$ cat config.mk
export PLATFORM = sky130hd
export DESIGN_NAME = uart_wake_handshake
export DESIGN_NICKNAME = d
export VERILOG_FILES = /design/src/hdl/wake_hs_pkg.sv /design/src/hdl/uart_wake_handshake.sv
export SDC_FILE = /design/constraint.sdc
export NUM_CORES = 1
export LEC_CHECK = 0
export BUFFER_PORTS_ARGS = -buffer_cell sky130_fd_sc_hd__buf_2
export CORE_MARGIN = 1
export CORE_UTILIZATION = 55
export CTS_CLUSTER_SIZE = 20
export DETAILED_ROUTE_END_ITERATION = 10
export PLACE_DENSITY = 0.82
export SLEW_MARGIN = 10
export SYNTH_ARGS = -nofsm -noshare
export SYNTH_HDL_FRONTEND = slang
export SYNTH_SLANG_ARGS = --single-unit
$ cat constraint.sdc
create_clock -name aclk -period 5.9 [get_ports aclk]
set_input_delay 0.59 -clock aclk [delete_from_list [all_inputs] [get_ports aclk]]
set_output_delay 0.59 -clock aclk [all_outputs]
set_load 0.05 [all_outputs]
$ cat src/hdl/wake_hs_pkg.sv
package wake_hs_pkg;

	// ----------------------------------------------------------------
	// Register map and field layout
	// ----------------------------------------------------------------
	localparam logic [3:0] ctrl_offset = 4'h0;
	localparam logic [3:0] status_offset = 4'h4;
	localparam logic [3:0] txdata_offset = 4'h8;
	localparam logic [3:0] rxdata_offset = 4'hc;
	localparam int lead_lsb = 0;
	localparam int lead_w = 4;
	localparam int req_en_bit = 4;
	localparam int auto_mode_bit = 5;
	localparam int req_pin_sel_bit = 6;
	localparam int cts_fc_bit = 7;
	localparam int rts_fc_bit = 8;
	localparam logic [31:0] ctrl_reset = 32'h0000_0000;
	localparam logic [1:0] resp_okay = 2'b00;
	localparam logic [1:0] resp_slverr = 2'b10;

	// ----------------------------------------------------------------
	// Timing
	// ----------------------------------------------------------------
	localparam int clk_mhz = 100;
	localparam int lead_unit_us = 625;
	localparam int lead_unit_cycles = lead_unit_us * clk_mhz;
	localparam int wake_min_ms = 3;
	localparam int wake_min_cycles = wake_min_ms * 1000 * clk_mhz;

	// ----------------------------------------------------------------
	// Types
	// ----------------------------------------------------------------
	typedef enum logic [1:0]
	{
		tx_idle,
		tx_lead,
		tx_send
	} tx_state_t;

	typedef struct packed
	{
		logic [lead_w-1:0] lead;
		logic req_en;
		logic auto_mode;
		logic req_pin_sel;
		logic cts_fc;
		logic rts_fc;
	} ctrl_t;

	typedef struct packed
	{
		logic [7:0] data;
		logic valid;
	} byte_t;

	function automatic logic [31:0] ctrl_pack(input ctrl_t c);
		logic [31:0] w;
		w = '0;
		w[lead_lsb +: lead_w] = c.lead;
		w[req_en_bit] = c.req_en;
		w[auto_mode_bit] = c.auto_mode;
		w[req_pin_sel_bit] = c.req_pin_sel;
		w[cts_fc_bit] = c.cts_fc;
		w[rts_fc_bit] = c.rts_fc;
		return w;
	endfunction : ctrl_pack

endpackage : wake_hs_pkg

$ cat src/hdl/uart_wake_handshake.sv
module uart_wake_handshake
	import wake_hs_pkg::*;
(
	input wire logic aclk,
	input wire logic aresetn,
	input wire logic [3:0] s_axi_awaddr,
	input wire logic s_axi_awvalid,
	output logic s_axi_awready,
	input wire logic [31:0] s_axi_wdata,
	input wire logic [3:0] s_axi_wstrb,
	input wire logic s_axi_wvalid,
	output logic s_axi_wready,
	output logic [1:0] s_axi_bresp,
	output logic s_axi_bvalid,
	input wire logic s_axi_bready,
	input wire logic [3:0] s_axi_araddr,
	input wire logic s_axi_arvalid,
	output logic s_axi_arready,
	output logic [31:0] s_axi_rdata,
	output logic [1:0] s_axi_rresp,
	output logic s_axi_rvalid,
	input wire logic s_axi_rready,
	input wire logic host_request_cts_pin,
	input wire logic host_request_rts_pin,
	input wire logic shutdown_req,
	output logic host_wake_indicator,
	output logic [7:0] uart_tx_data,
	output logic uart_tx_valid,
	input wire logic uart_tx_ready,
	input wire logic [7:0] uart_rx_data,
	input wire logic uart_rx_valid,
	output logic reduced_current,
	output logic in_shutdown
);
	import wake_hs_pkg::*;

	// ----------------------------------------------------------------
	// State
	// ----------------------------------------------------------------
	ctrl_t ctrl_r;
	tx_state_t tx_state_r;
	tx_state_t tx_state_nxt;
	byte_t tx_hold_r;
	byte_t rx_hold_r;
	logic rx_overrun_r;
	logic [lead_w+17:0] lead_cnt_r;
	logic [21:0] wake_cnt_r;
	logic awake_r;
	logic shutdown_r;
	logic [2:0] req_sync_r;
	logic req_low_r;
	logic aw_got_r;
	logic w_got_r;
	logic [3:0] awaddr_r;
	logic [31:0] wdata_r;
	wire logic rd_rx;

	// ----------------------------------------------------------------
	// Request pin selection and three-stage synchroniser
	// ----------------------------------------------------------------
	wire logic req_pin_raw;
	wire logic pin_conflict;
	assign req_pin_raw = ctrl_r.req_pin_sel ? host_request_rts_pin : host_request_cts_pin;
	// A pin still used for its flow control role cannot carry the request.
	assign pin_conflict = ctrl_r.req_pin_sel ? ctrl_r.rts_fc : ctrl_r.cts_fc;

	// Input passes three flops; a level counts once the last two agree.
	always_ff @(posedge aclk)
	begin
		if (!aresetn)
		begin
			req_sync_r <= 3'h7;
			req_low_r <= 1'b0;
		end
		else
		begin
			req_sync_r <= {req_sync_r[1:0], req_pin_raw};
			if (req_sync_r[1] == req_sync_r[2])
				req_low_r <= ~req_sync_r[2];
		end
	end

	wire logic req_active;
	wire logic sleep_allowed;
	assign req_active = ctrl_r.req_en & ~pin_conflict & req_low_r;
	assign sleep_allowed = ctrl_r.req_en & ~pin_conflict;

	// ----------------------------------------------------------------
	// Wake and sleep tracking
	// ----------------------------------------------------------------
	// Controller counts as awake once the request has been low for the wake time.
	always_ff @(posedge aclk)
	begin
		if (!aresetn)
		begin
			wake_cnt_r <= '0;
			awake_r <= 1'b0;
			shutdown_r <= 1'b0;
		end
		else
		begin
			if (shutdown_req && !req_active)
				shutdown_r <= 1'b1;
			else if (req_active)
				shutdown_r <= 1'b0;
			if (!req_active)
			begin
				wake_cnt_r <= '0;
				awake_r <= 1'b0;
			end
			else if (wake_cnt_r < 22'(wake_min_cycles - 1))
				wake_cnt_r <= wake_cnt_r + 22'h1;
			else
				awake_r <= 1'b1;
		end
	end

	wire logic asleep;
	assign asleep = sleep_allowed & ~awake_r;
	assign reduced_current = asleep;
	assign in_shutdown = shutdown_r;

	// ----------------------------------------------------------------
	// Transmit path with indicator and lead delay
	// ----------------------------------------------------------------
	wire logic [lead_w+17:0] lead_cycles;
	wire logic ind_en;
	wire logic tx_go;
	assign lead_cycles = (lead_w + 18)'(ctrl_r.lead * lead_unit_cycles);
	assign ind_en = (ctrl_r.lead != '0);
	// Pending data stays held while the controller sleeps.
	assign tx_go = ~asleep & ~shutdown_r;

	always_comb
	begin
		tx_state_nxt = tx_state_r;
		case (tx_state_r)
			tx_idle:
				if (tx_hold_r.valid && tx_go)
					tx_state_nxt = ind_en ? tx_lead : tx_send;
			tx_lead:
				if (lead_cnt_r >= lead_cycles - (lead_w + 18)'(1))
					tx_state_nxt = tx_send;
			tx_send:
				if (!tx_hold_r.valid || (uart_tx_valid && uart_tx_ready))
					tx_state_nxt = tx_idle;
			default:
				tx_state_nxt = tx_idle;
		endcase
	end

	always_ff @(posedge aclk)
	begin
		if (!aresetn)
		begin
			tx_state_r <= tx_idle;
			lead_cnt_r <= '0;
		end
		else
		begin
			tx_state_r <= tx_state_nxt;
			lead_cnt_r <= (tx_state_r == tx_lead) ? lead_cnt_r + (lead_w + 18)'(1) : '0;
		end
	end

	// Indicator is held over the lead delay and until the single held byte is taken.
	assign host_wake_indicator = ind_en & (tx_state_r != tx_idle);
	assign uart_tx_data = tx_hold_r.data;
	assign uart_tx_valid = (tx_state_r == tx_send) & tx_hold_r.valid & tx_go;

	// ----------------------------------------------------------------
	// AXI4-Lite write channel
	// ----------------------------------------------------------------
	wire logic wr_fire;
	wire logic tx_wr;
	assign s_axi_awready = ~aw_got_r & ~s_axi_bvalid;
	assign s_axi_wready = ~w_got_r & ~s_axi_bvalid;
	assign wr_fire = aw_got_r & w_got_r & ~s_axi_bvalid;
	assign tx_wr = wr_fire & (awaddr_r == txdata_offset) & ~tx_hold_r.valid;

	always_ff @(posedge aclk)
	begin
		if (!aresetn)
		begin
			aw_got_r <= 1'b0;
			w_got_r <= 1'b0;
			awaddr_r <= '0;
			wdata_r <= '0;
			s_axi_bvalid <= 1'b0;
			s_axi_bresp <= resp_okay;
			ctrl_r <= ctrl_t'(ctrl_reset[8:0]);
		end
		else
		begin
			if (s_axi_awvalid && s_axi_awready)
			begin
				aw_got_r <= 1'b1;
				awaddr_r <= s_axi_awaddr;
			end
			if (s_axi_wvalid && s_axi_wready)
			begin
				w_got_r <= 1'b1;
				wdata_r <= s_axi_wdata;
			end
			if (wr_fire)
			begin
				aw_got_r <= 1'b0;
				w_got_r <= 1'b0;
				s_axi_bvalid <= 1'b1;
				s_axi_bresp <= (awaddr_r == ctrl_offset || tx_wr) ? resp_okay : resp_slverr;
				if (awaddr_r == ctrl_offset)
				begin
					ctrl_r.lead <= wdata_r[lead_lsb +: lead_w];
					ctrl_r.req_en <= wdata_r[req_en_bit];
					ctrl_r.auto_mode <= wdata_r[auto_mode_bit];
					ctrl_r.req_pin_sel <= wdata_r[req_pin_sel_bit];
					ctrl_r.cts_fc <= wdata_r[cts_fc_bit];
					ctrl_r.rts_fc <= wdata_r[rts_fc_bit];
				end
			end
			else if (s_axi_bvalid && s_axi_bready)
				s_axi_bvalid <= 1'b0;
		end
	end

	// Transmit holding byte and receive holding byte.
	always_ff @(posedge aclk)
	begin
		if (!aresetn)
		begin
			tx_hold_r <= '0;
			rx_hold_r <= '0;
			rx_overrun_r <= 1'b0;
		end
		else
		begin
			if (tx_wr)
				tx_hold_r <= '{data: wdata_r[7:0], valid: 1'b1};
			else if (uart_tx_valid && uart_tx_ready)
				tx_hold_r.valid <= 1'b0;
			// Received bytes are dropped while asleep.
			if (uart_rx_valid && !asleep && !shutdown_r)
			begin
				rx_overrun_r <= rx_overrun_r | rx_hold_r.valid;
				rx_hold_r <= '{data: uart_rx_data, valid: 1'b1};
			end
			else if (rd_rx)
				rx_hold_r.valid <= 1'b0;
		end
	end

	// ----------------------------------------------------------------
	// AXI4-Lite read channel
	// ----------------------------------------------------------------
	wire logic [31:0] status_word;
	assign s_axi_arready = ~s_axi_rvalid;
	assign rd_rx = s_axi_arvalid & s_axi_arready & (s_axi_araddr == rxdata_offset);
	assign status_word = {22'h0, rx_overrun_r, rx_hold_r.valid, pin_conflict, shutdown_r,
		asleep, awake_r, host_wake_indicator, tx_hold_r.valid, 2'(tx_state_r)};

	always_ff @(posedge aclk)
	begin
		if (!aresetn)
		begin
			s_axi_rvalid <= 1'b0;
			s_axi_rdata <= '0;
			s_axi_rresp <= resp_okay;
		end
		else if (s_axi_arvalid && s_axi_arready)
		begin
			s_axi_rvalid <= 1'b1;
			s_axi_rresp <= resp_okay;
			case (s_axi_araddr)
				ctrl_offset: s_axi_rdata <= ctrl_pack(ctrl_r);
				status_offset: s_axi_rdata <= status_word;
				txdata_offset: s_axi_rdata <= {24'h0, tx_hold_r.data};
				rxdata_offset: s_axi_rdata <= {23'h0, rx_hold_r.valid, rx_hold_r.data};
				default:
				begin
					s_axi_rdata <= '0;
					s_axi_rresp <= resp_slverr;
				end
			endcase
		end
		else if (s_axi_rready)
			s_axi_rvalid <= 1'b0;
	end

endmodule : uart_wake_handshake

==> impl_metrics.toml, run 1 <==
[sta]
rsz0062_at_grt = "false"
maxSlewHeadroom_pct = 28.18
slew_violations = 0
min_period_over_period_pct = 83.15
hold_viol_final = 0
setup_tns_ps = 0
timing.final.crit_period_ps = 4906
fin_skew_ps = 16.36
setup_viol = 0
fmax_mhz = 203.8
worst_pin_slew_ps = 1075

[placement]
gp_congestion = 0.8791
io_buffers = 65
hpwl_um = 9011
placed_area_um2 = 6355
dp_cells = 849

[critical_path]
crit_path_start_kind = "register"
reg2reg_slack_ps = 990
slowest_stage = "dfxtp_1"
r2r_end = "tx_state_r[1]"
reg2reg_from = "ctrl_r[7]"
reg2reg_depth = 17
path_cells = "inv_1, ha_1, fa_1, inv_1, fa_1, nand2b_1, o2bb2ai_1, o21ai_0, a21oi_1, xnor2_1, or4b_1, ha_1, nand4_1, nor4_1, o21ai_0, nand3_1, o311a_1"
slowest_delay_ps = 680
worstPathMaxFanout = 12
required_ps = 6220
worstSetupPathType = "reg -> reg"
crit_arrival_ps = 5230
critPathCaptureType = "register"

[clock_tree]
cts_root_buf = "clkbuf_8"
cts_buffers = 9
clock_latency_ps = 380
cts_hold_buf = 0
ctsResizeCount = 0
cts.sinks = 109
cts_max_level = 3
cts_tree = "yes"
cts_setup_buffers = 0
clkTransAtPathRegs_ps = 110
clockBufferDepth = 2

[drt]
vias = 4718
drt_iter0_markers = 194
ant_nets = 0
wire_per_inst_um = 13.95
firstDrtPassIters = 4
post_drt_via_cell_ratio = 5.454
wl_um = 12070
drc = 0

[run]
drv_cap = 0

[synthesis]
synth-main-ff-cell = "dfxtp_1"
synth_edf_count = 0
ys_ff_latch = 109
yosysTopAreaCell = "dfxtp_1"
syn_area_per_cell_um2 = 9.008
synth-seq-area-share_pct = 36.05
synthCells = 672
synth_top_area_share_pct = 36.05
ys_warn_count = 0
synth_common_cells = "dfxtp_1, nand2_1, nor2_1"
synth_area_leaders = "dfxtp_1, ha_1, nand2_1"
netlist_area_um2 = 6053
synth_most_common_cell = "dfxtp_1"
synth.distinct_cells = 62
synthArstFlopShare_pct = 0

[worst_hold_path]
hp-class = "reg -> reg"
hold-path-cell-count = 1
min-delay-start = "req_sync_r[0]"
holdPathEnd = "req_sync_r[1]"

[power_and_ir_drop]
p_clk_share_pct = 33.6
sw_frac_of_total_pct = 28.36
cellLeakagePower_nw = 2.856
p_int_mw = 1.029
p_switching_mw = 0.4073
cellPowerDensity_nw_per_um2 = 218.7
ir_drop_mv = 0.1621
combPwrFrac_pct = 12.9
p_seq_share_pct = 53.5

[floorplanning]
start_util_pct = 57.60
io_pins = 117
rows = 37
core-area_um2 = 10510
die_y_um = 106.9
die_area_um2 = 11430
die_w_um = 106.9

[layout]
postLayoutCoreUtil_pct = 62.50
antenna_cells = 0
drive_above_1_share_pct = 14.13
nNetsFinal = 837
fin_area_um2 = 6568
synthToLayoutAreaGrowth_pct = 8.495
final_cells = 865

[global_routing]
grt_max_degree = 69
grt_usage_pct = 22.35
antenna_found_initial = 0
gr-total-overflow = 0
grt_pass1_vias = 4632
grt_pass1_wl_um = 20580

[outcome]
status = "finished, final reports clean"
==> power by group through the flow <==
stage	Combinational [mW]	Clock, mW	Sequential (mW)
global placement	0.181	0	0.784
CTS	0.186	0.490	0.769
floorplan	0.140	0	0.802
detailed placement	0.186	0	0.785
global route	0.203	0.514	0.771
finish	0.186	0.482	0.769
==> layout by cell type (no fill, tap or decap), types with 23 or more instances in the layout <==
master	instances
nor2b_1	30
buf_2	65
xor2_1	24
nor2_1	59
ha_1	44
a21oi_1	28
mux2i_1	25
xnor2_1	27
a21boi_0	23
dfxtp_1	109
conb_1	24
nand2_1	72
==> layout make-up <==
class | count | area [µm²]
Fill cell | 863 | 3941
Clock buffer | 10 | 137.6
Multi-Input combinational cell | 519 | 3598
Clock inverter | 6 | 75.07
Inverter | 19 | 71.32
Timing Repair Buffer | 66 | 332.8
Tap cell | 136 | 170.2
Sequential cell | 109 | 2182
==> stage by stage <==
step	hold slack [ps]	setup WS, ps	power (mW)
floorplan	386.3	1627	0.9419
detailed placement	394.4	1063	0.9713
global route	431.3	778.3	1.489
finish	421.2	994.4	1.436
global placement	390.1	1260	0.9656
CTS	421.2	1002	1.445
==> worst max-delay path, delay by kind of cell, from the launching register on <==
| kind | cells | cell delay, ps |
|---|---|---|
| AO/OA/AOI/OAI | 5 | 760 |
| XOR/XNOR | 1 | 150 |
| adder cells (fa/ha/maj) | 4 | 1710 |
| buffers and inverters | 2 | 270 |
| flip-flops | 1 | 680 |
| AND/OR/NAND/NOR | 5 | 1260 |
==> per-layer routing <==
layer / GRT usage (%) / wire, µm / vias to the layer above
met3: 3.404 / 547 / 24
met5: 0 / 0 / -
li1: - / - / 2392
met1: 28.26 / 5531 / 2167
met4: 10.76 / 329 / 0
met2: 37.24 / 5657 / 135
==> sequential cells by signal, indices dropped and copies added, names as in the netlist, 2 cells and up <==
| register | count |
|---|---|
| awaddr_r | 4 |
| ctrl_r | 9 |
| lead_cnt_r | 22 |
| req_sync_r | 3 |
| rx_hold_r | 9 |
| s_axi_rdata | 10 |
| tx_state_r | 2 |
| uart_tx_data | 8 |
| wake_cnt_r | 22 |
| wdata_r | 9 |
==> cells by family (layout without fill, tap and decap cells) <==
family,after synthesis,in the layout,share of synthesized area (%)
adders and majority gates,49,49,10.75
buffers and inverters,67,101,5.932
and+or+nand+nor,261,261,22.36
muxes,33,33,5.808
other,1,24,0.06195
DFF,109,109,36.05
xor gates and xnor gates,52,52,7.648
AOI/OAI and AO/OA,100,100,11.39
==> how the worst max path moves through the flow <==
stage               slack, ps       endpoint      start  cells after the start
floorplan                1630  tx_state_r[1]  ctrl_r[7]                     17
global placement         1260  tx_state_r[1]  ctrl_r[7]                     17
detailed placement       1060  tx_state_r[1]  ctrl_r[7]                     17
CTS                      1000  tx_state_r[1]  ctrl_r[7]                     17
global route              780  tx_state_r[1]  ctrl_r[7]                     17
finish                    990  tx_state_r[1]  ctrl_r[7]                     17
No activity file was read; power rests on OpenSTA's default activity.
==> run 2: changes to the inputs <==
--- a/config.mk
+++ b/config.mk
@@ -5,6 +5,7 @@
 export SDC_FILE = /design/constraint.sdc
 export NUM_CORES = 1
 export LEC_CHECK = 0
+export ABC_AREA = 1
 export BUFFER_PORTS_ARGS = -buffer_cell sky130_fd_sc_hd__buf_2
 export CORE_MARGIN = 1
 export CORE_UTILIZATION = 55
==> constraint.sdc (replaced) <==
create_clock -name aclk -period 4.7 [get_ports aclk]
set_input_delay 0.47 -clock aclk [delete_from_list [all_inputs] [get_ports aclk]]
set_output_delay 0.47 -clock aclk [all_outputs]
set_load 0.05 [all_outputs]
==> run 2 against run 1 <==
  * Combinational power is 91% higher
  * Synthesized area is 4.1% higher
  * Hold slack worse by 120 ps
  * Die area is 4.1% higher
  * Register-to-register slack worse by 630 ps
  * Worst setup slack worse by 630 ps
  * Power is 46% higher
  * Cell area is 6.1% higher
  * Largest cell class unchanged
==> impl_metrics.toml, run 2 <==
[floorplanning]
die_area_um2 = 11890
io_pins = 117
die_y_um = 109.1
die_w_um = 109.1
core-area_um2 = 10980
rows = 38
start_util_pct = 57.39

[clock_tree]
clock_latency_ps = 360
ctsResizeCount = 0
cts_max_level = 3
cts_root_buf = "clkbuf_16"
clkTransAtPathRegs_ps = 80
cts_buffers = 9
cts.sinks = 109
clockBufferDepth = 2
cts_hold_buf = 0
cts_tree = "yes"
cts_setup_buffers = 0

[critical_path]
crit_path_start_kind = "register"
crit_arrival_ps = 4630
crit_buf_inv = 3
slowest_stage = "fa_1"
worstPathMaxFanout = 6
path_cells = "inv_1, ha_1, fa_1, inv_1, fa_1, xor2_1, nand2_1, inv_1, nand4_1, nor3_1, nand3_1, ha_1, nand2_1, nor2_1, nand3_1, nor2_1, nand2_1, nand3_1, nand4_1, a21oi_1"
slowest_delay_ps = 560
critPathCaptureType = "register"
worstSetupPathType = "reg -> reg"
cpLargestDelayFamily = "adder cells"
required_ps = 4990

[drt]
firstDrtPassIters = 7
ant_nets = 0
post_drt_via_cell_ratio = 5.132
drt_iter0_markers = 355
wire_per_inst_um = 11.92
vias = 5712
drc = 0
wl_um = 13270

[global_routing]
grt_max_degree = 41
gr-total-overflow = 0
grtUsageMet1_pct = 29.87
grt_pass1_vias = 5119
met2_usage_pct = 38.90
grt-busiest-layer = "met2"
grt_pass1_wl_um = 22110
antenna_found_initial = 0
grt_use_met3_pct = 4.483
grt_usage_pct = 23.41

[power_and_ir_drop]
ir_drop_mv = 0.2584
cellLeakagePower_nw = 3.227
cellPowerDensity_nw_per_um2 = 300.2

[synthesis]
netlist_area_um2 = 6304
synth_most_common_cell = "nand2_1"
synthArstFlopShare_pct = 0
synth-main-ff-cell = "dfxtp_1"
synth_top_area_share_pct = 34.62
ys_ff_latch = 109
yosysTopAreaCell = "dfxtp_1"
synth_common_cells = "nand2_1, nor2_1, dfxtp_1"
synth_area_leaders = "dfxtp_1, nand2_1, ha_1"
ys_warn_count = 0
synthCells = 907
synth.distinct_cells = 35
synth-seq-area-share_pct = 34.62
synth_edf_count = 0
syn_area_per_cell_um2 = 6.950

[layout]
drive_above_1_share_pct = 10.07
synthToLayoutAreaGrowth_pct = 10.50
postLayoutCoreUtil_pct = 63.42
final_cell_mix = "nand2_1, nor2_1, dfxtp_1, inv_1, a21oi_1"
top_regs = "lead_cnt_r x22, wake_cnt_r x22, s_axi_rdata x10"
nNetsFinal = 1081
fin_area_um2 = 6965
final_common_cell = "nand2_1"
antenna_cells = 0
final_cells = 1113

[worst_hold_path]
hp-class = "in -> reg"

[placement]
io_buffers = 65
placed_area_um2 = 6656
gp_congestion = 0.8447
dp_slack_ps = 512.9
hpwl_um = 10050
dp_cells = 1097

[sta]
setup_ws_ps = 368.3
setup_viol = 0
slew_violations = 0
hold_viol_final = 0
timing.final.crit_period_ps = 4332
setup_tns_ps = 0
rsz0062_at_grt = "false"
worst_pin_slew_ps = 729.6
fin_skew_ps = 9.333
maxSlewHeadroom_pct = 51.22
min_period_over_period_pct = 92.16
fmax_mhz = 230.9

[outcome]
status = "finished, final reports clean"

[run]
drv_cap = 0
[run 2: cell types whose count changed after synthesis, sizes merged, moves of 9 or more]
cell	delta
a21boi	-23
nand3	+16
a21oi	+44
nor2	+64
nor3	+19
xnor2	-15
nand2	+167
inv	+71
nor2b	-30
and3	-9
mux2i	-25
o21ai	+31
[run 2: final cells by class]
class                           count  area [µm²]
Timing Repair Buffer               69       355.3
Tap cell                          140       175.2
Multi-Input combinational cell    686        3595
Sequential cell                   109        2182
Fill cell                        1018        4018
Clock inverter                      7       83.83
Inverter                           93       349.1
Clock buffer                        9       225.2
[run 2: path summary, 6_finish.rpt]
path,from,endpoint,slack [ps],cells past startpoint
min reg2reg,req_sync_r[2],req_low_r,410,1
min,host_request_cts_pin,req_sync_r[0],310,3
max,ctrl_r[7],tx_state_r[1],370,20
max reg2reg,ctrl_r[7],tx_state_r[1],370,20
[run 2: routing by layer]
| metal | share of wire, % | vias up |
|---|---|---|
| met5 | 0 | - |
| met3 | 4.1 | 20 |
| met4 | 1.8 | 0 |
| li1 | - | 2973 |
| met1 | 48 | 2577 |
| met2 | 47 | 142 |
[run 2: kinds of logic after synthesis]
logic type | synth area share, %
flip-flops | 34.62
adder cells (fa/ha/maj) | 10.32
XOR/XNOR | 4.585
other | 0.05949
AND/OR/NAND/NOR | 30.33
AO/OA/AOI/OAI | 10.36
buffers and inverters | 9.726
[run 2: tightest hold or removal path, delay by kind of cell]
kind	cells	cell delay, ps
AND/OR/NAND/NOR	2	90
buffers and inverters	1	70
[run 2: per-stage QoR]
stage / power [mW] / hold WS (ps)
finish: 2.091 / 305.4
global route: 2.190 / 316.4
detailed placement: 1.345 / 395.2
CTS: 2.106 / 300.9
floorplan: 1.281 / 382.8
global placement: 1.331 / 389.7
[run 2: power by group]
| part | internal [mW] | switching [mW] |
|---|---|---|
| clock network | 0.379 | 0.387 |
| registers | 0.950 | 0.0191 |
| logic | 0.114 | 0.243 |
| total | 1.44 | 0.648 |
==> run 3: changes to the inputs <==
--- a/config.mk
+++ b/config.mk
@@ -11,6 +11,7 @@
 export CORE_UTILIZATION = 55
 export CTS_CLUSTER_SIZE = 20
 export DETAILED_ROUTE_END_ITERATION = 10
+export GPL_TIMING_DRIVEN = 0
 export PLACE_DENSITY = 0.82
 export SLEW_MARGIN = 10
 export SYNTH_ARGS = -nofsm -noshare
==> run 3 against run 2 <==
  * Non-clock buffer count rose by 41
  * Highest routed layer unchanged
  * Cell area increased by 4.1%
  * Maximum frequency increased by 0.71%
  * Clock power is 6.4% higher
  * Core utilization grew 2.6 points
  * Critical path depth increased by 2
  * Routed wire length rose by 6.9%
  * Power up 3.4%
  * Sequential share of layout area fell by 1.1 points
  * Sequential power hardly changed
  * First-iteration DRC count fell by 6.5%
==> impl_metrics.toml, run 3 (synthesized netlist as in run 2, its figures left out) <==
[drt]
drt_iter0_markers = 332
wl_um = 14190
firstDrtPassIters = 6
drc = 0
wire_per_inst_um = 12.29
post_drt_via_cell_ratio = 5.137
ant_nets = 0
vias = 5928

[global_routing]
met2_usage_pct = 41.55
grt_use_met3_pct = 3.347
grt_max_degree = 22
grt_pass1_vias = 5200
gr-total-overflow = 0
grtUsageMet1_pct = 33.11
grt_pass1_wl_um = 23500
grt_usage_pct = 24.99
antenna_found_initial = 0
grt-busiest-layer = "met2"

[floorplanning]
die_y_um = 109.1
die_w_um = 109.1
core-area_um2 = 10980
io_pins = 117
die_area_um2 = 11890
rows = 38
start_util_pct = 57.39

[critical_path]
worstSetupPathType = "reg -> reg"
reg2reg_slack_ps = 400
critPathCaptureType = "register"
crit_arrival_ps = 4580
reg2reg_from = "ctrl_r[6]"
r2r_end = "tx_state_r[0]"
crit_path_start_kind = "register"
worstPathMaxFanout = 8
reg2reg_depth = 22
required_ps = 4980

[clock_tree]
cts_tree = "yes"
cts_max_level = 3
cts.sinks = 109
clock_latency_ps = 350
cts_hold_buf = 0
clkTransAtPathRegs_ps = 80
clockBufferDepth = 2
cts_buffers = 9
cts_root_buf = "clkbuf_16"

[power_and_ir_drop]
cellPowerDensity_nw_per_um2 = 298.2
combPwrFrac_pct = 17.4
p_switching_mw = 0.6521
cellLeakagePower_nw = 3.399
p_clk_share_pct = 37.7
power_mw = 2.162
p_seq_share_pct = 44.9
ir_drop_mv = 0.2305
p_int_mw = 1.510
sw_frac_of_total_pct = 30.16

[placement]
io_buffers = 65
gp_congestion = 0.9073
placed_area_um2 = 6890
dp_slack_ps = 163.2
hpwl_um = 10660

[sta]
fin_skew_ps = 8.948
hold_viol_final = 0
maxSlewHeadroom_pct = 59.00
min_period_over_period_pct = 91.52
setup_ws_ps = 398.7
slew_violations = 0
setup_tns_ps = 0
setup_viol = 0
worst_pin_slew_ps = 611.7
timing.final.crit_period_ps = 4301
fmax_mhz = 232.5

[layout]
final_common_cell = "nand2_1"
drive_above_1_share_pct = 12.82
antenna_cells = 0
fillers = 988
top_regs = "lead_cnt_r x22, wake_cnt_r x22, s_axi_rdata x10"
fin_area_um2 = 7251
multi_input_area_um2 = 3600
final_cell_mix = "nand2_1, nor2_1, dfxtp_1, inv_1, a21oi_1"
nNetsFinal = 1122
seq_area_um2 = 2188
synthToLayoutAreaGrowth_pct = 15.03

[worst_hold_path]
min-delay-start = "host_request_cts_pin"
holdPathEnd = "req_sync_r[0]"
hp-class = "in -> reg"
hold-path-cell-count = 3

[outcome]
status = "finished, final reports clean"

[run]
drv_cap = 0
[run 3: how the worst max path moves through the flow]
stage | from | end | slack, ps | depth (start not counted)
after floorplan | ctrl_r[7] | tx_state_r[0] | 910 | 24
after global placement | ctrl_r[7] | tx_state_r[1] | 240 | 20
after detailed placement | ctrl_r[7] | tx_state_r[0] | 160 | 20
after CTS | ctrl_r[7] | tx_state_r[0] | 70 | 20
after global routing | ctrl_r[6] | tx_state_r[0] | -10 | 22
final | ctrl_r[6] | tx_state_r[0] | 400 | 22
[run 3: critical path: stages (launching register included)]
cell	delay [ps]
dfxtp_2	460
clkinvlp_4	170
ha_1	340
fa_1	550
inv_1	80
fa_1	460
xor2_1	230
nand2_1	100
inv_1	90
nand4_1	150
nor2_1	240
nand2_1	80
nand2_1	60
nand2_1	40
ha_1	290
nand2_1	60
nor2_1	200
nand3_1	110
nor2_1	100
nand2_1	60
nand3_1	140
nand4_1	110
a21oi_1	130
[run 3: area by class of cell]
| class | count | share of cell area (%) |
|---|---|---|
| multi-input combinational | 686 | 49.65 |
| sequential | 109 | 30.18 |
| inverter | 93 | 4.866 |
| timing repair buffer | 68 | 4.797 |
| buffer | 42 | 3.641 |
| clock buffer | 9 | 3.106 |
| tap | 140 | 2.416 |
| clock inverter | 7 | 1.346 |
[run 3: timing repair]
action | in CTS | in global routing
endpoints found under the setup margin | 0 | 2
gates resized for setup | 0 | 6
setup buffers | 0 | 3
[run 3: layer usage]
metal  part of all wire [%]  wire length [µm]
met3                    5.1               719
met5                      0                 0
met2                     47              6611
met1                     47              6619
met4                    1.7               236
[run 3: per-stage QoR]
step / hold WS, ps / instances / util (%)
global placement: 388.7 / 1135 / 62.74
finish: 306.8 / 1154 / 66.02
global route: 320.6 / 1154 / 66.02
floorplan: 382.8 / 930 / -
CTS: 302.2 / 1151 / 65.68
detailed placement: 397.6 / 1135 / 62.74
[run 3: power groups by stage]
stage | clock network [mW] | registers (mW) | logic [mW]
floorplan | 0 | 1.00 | 0.279
global placement | 0 | 0.990 | 0.362
detailed placement | 0 | 0.991 | 0.370
CTS | 0.826 | 0.970 | 0.373
global route | 0.858 | 0.974 | 0.423
finish | 0.815 | 0.970 | 0.377
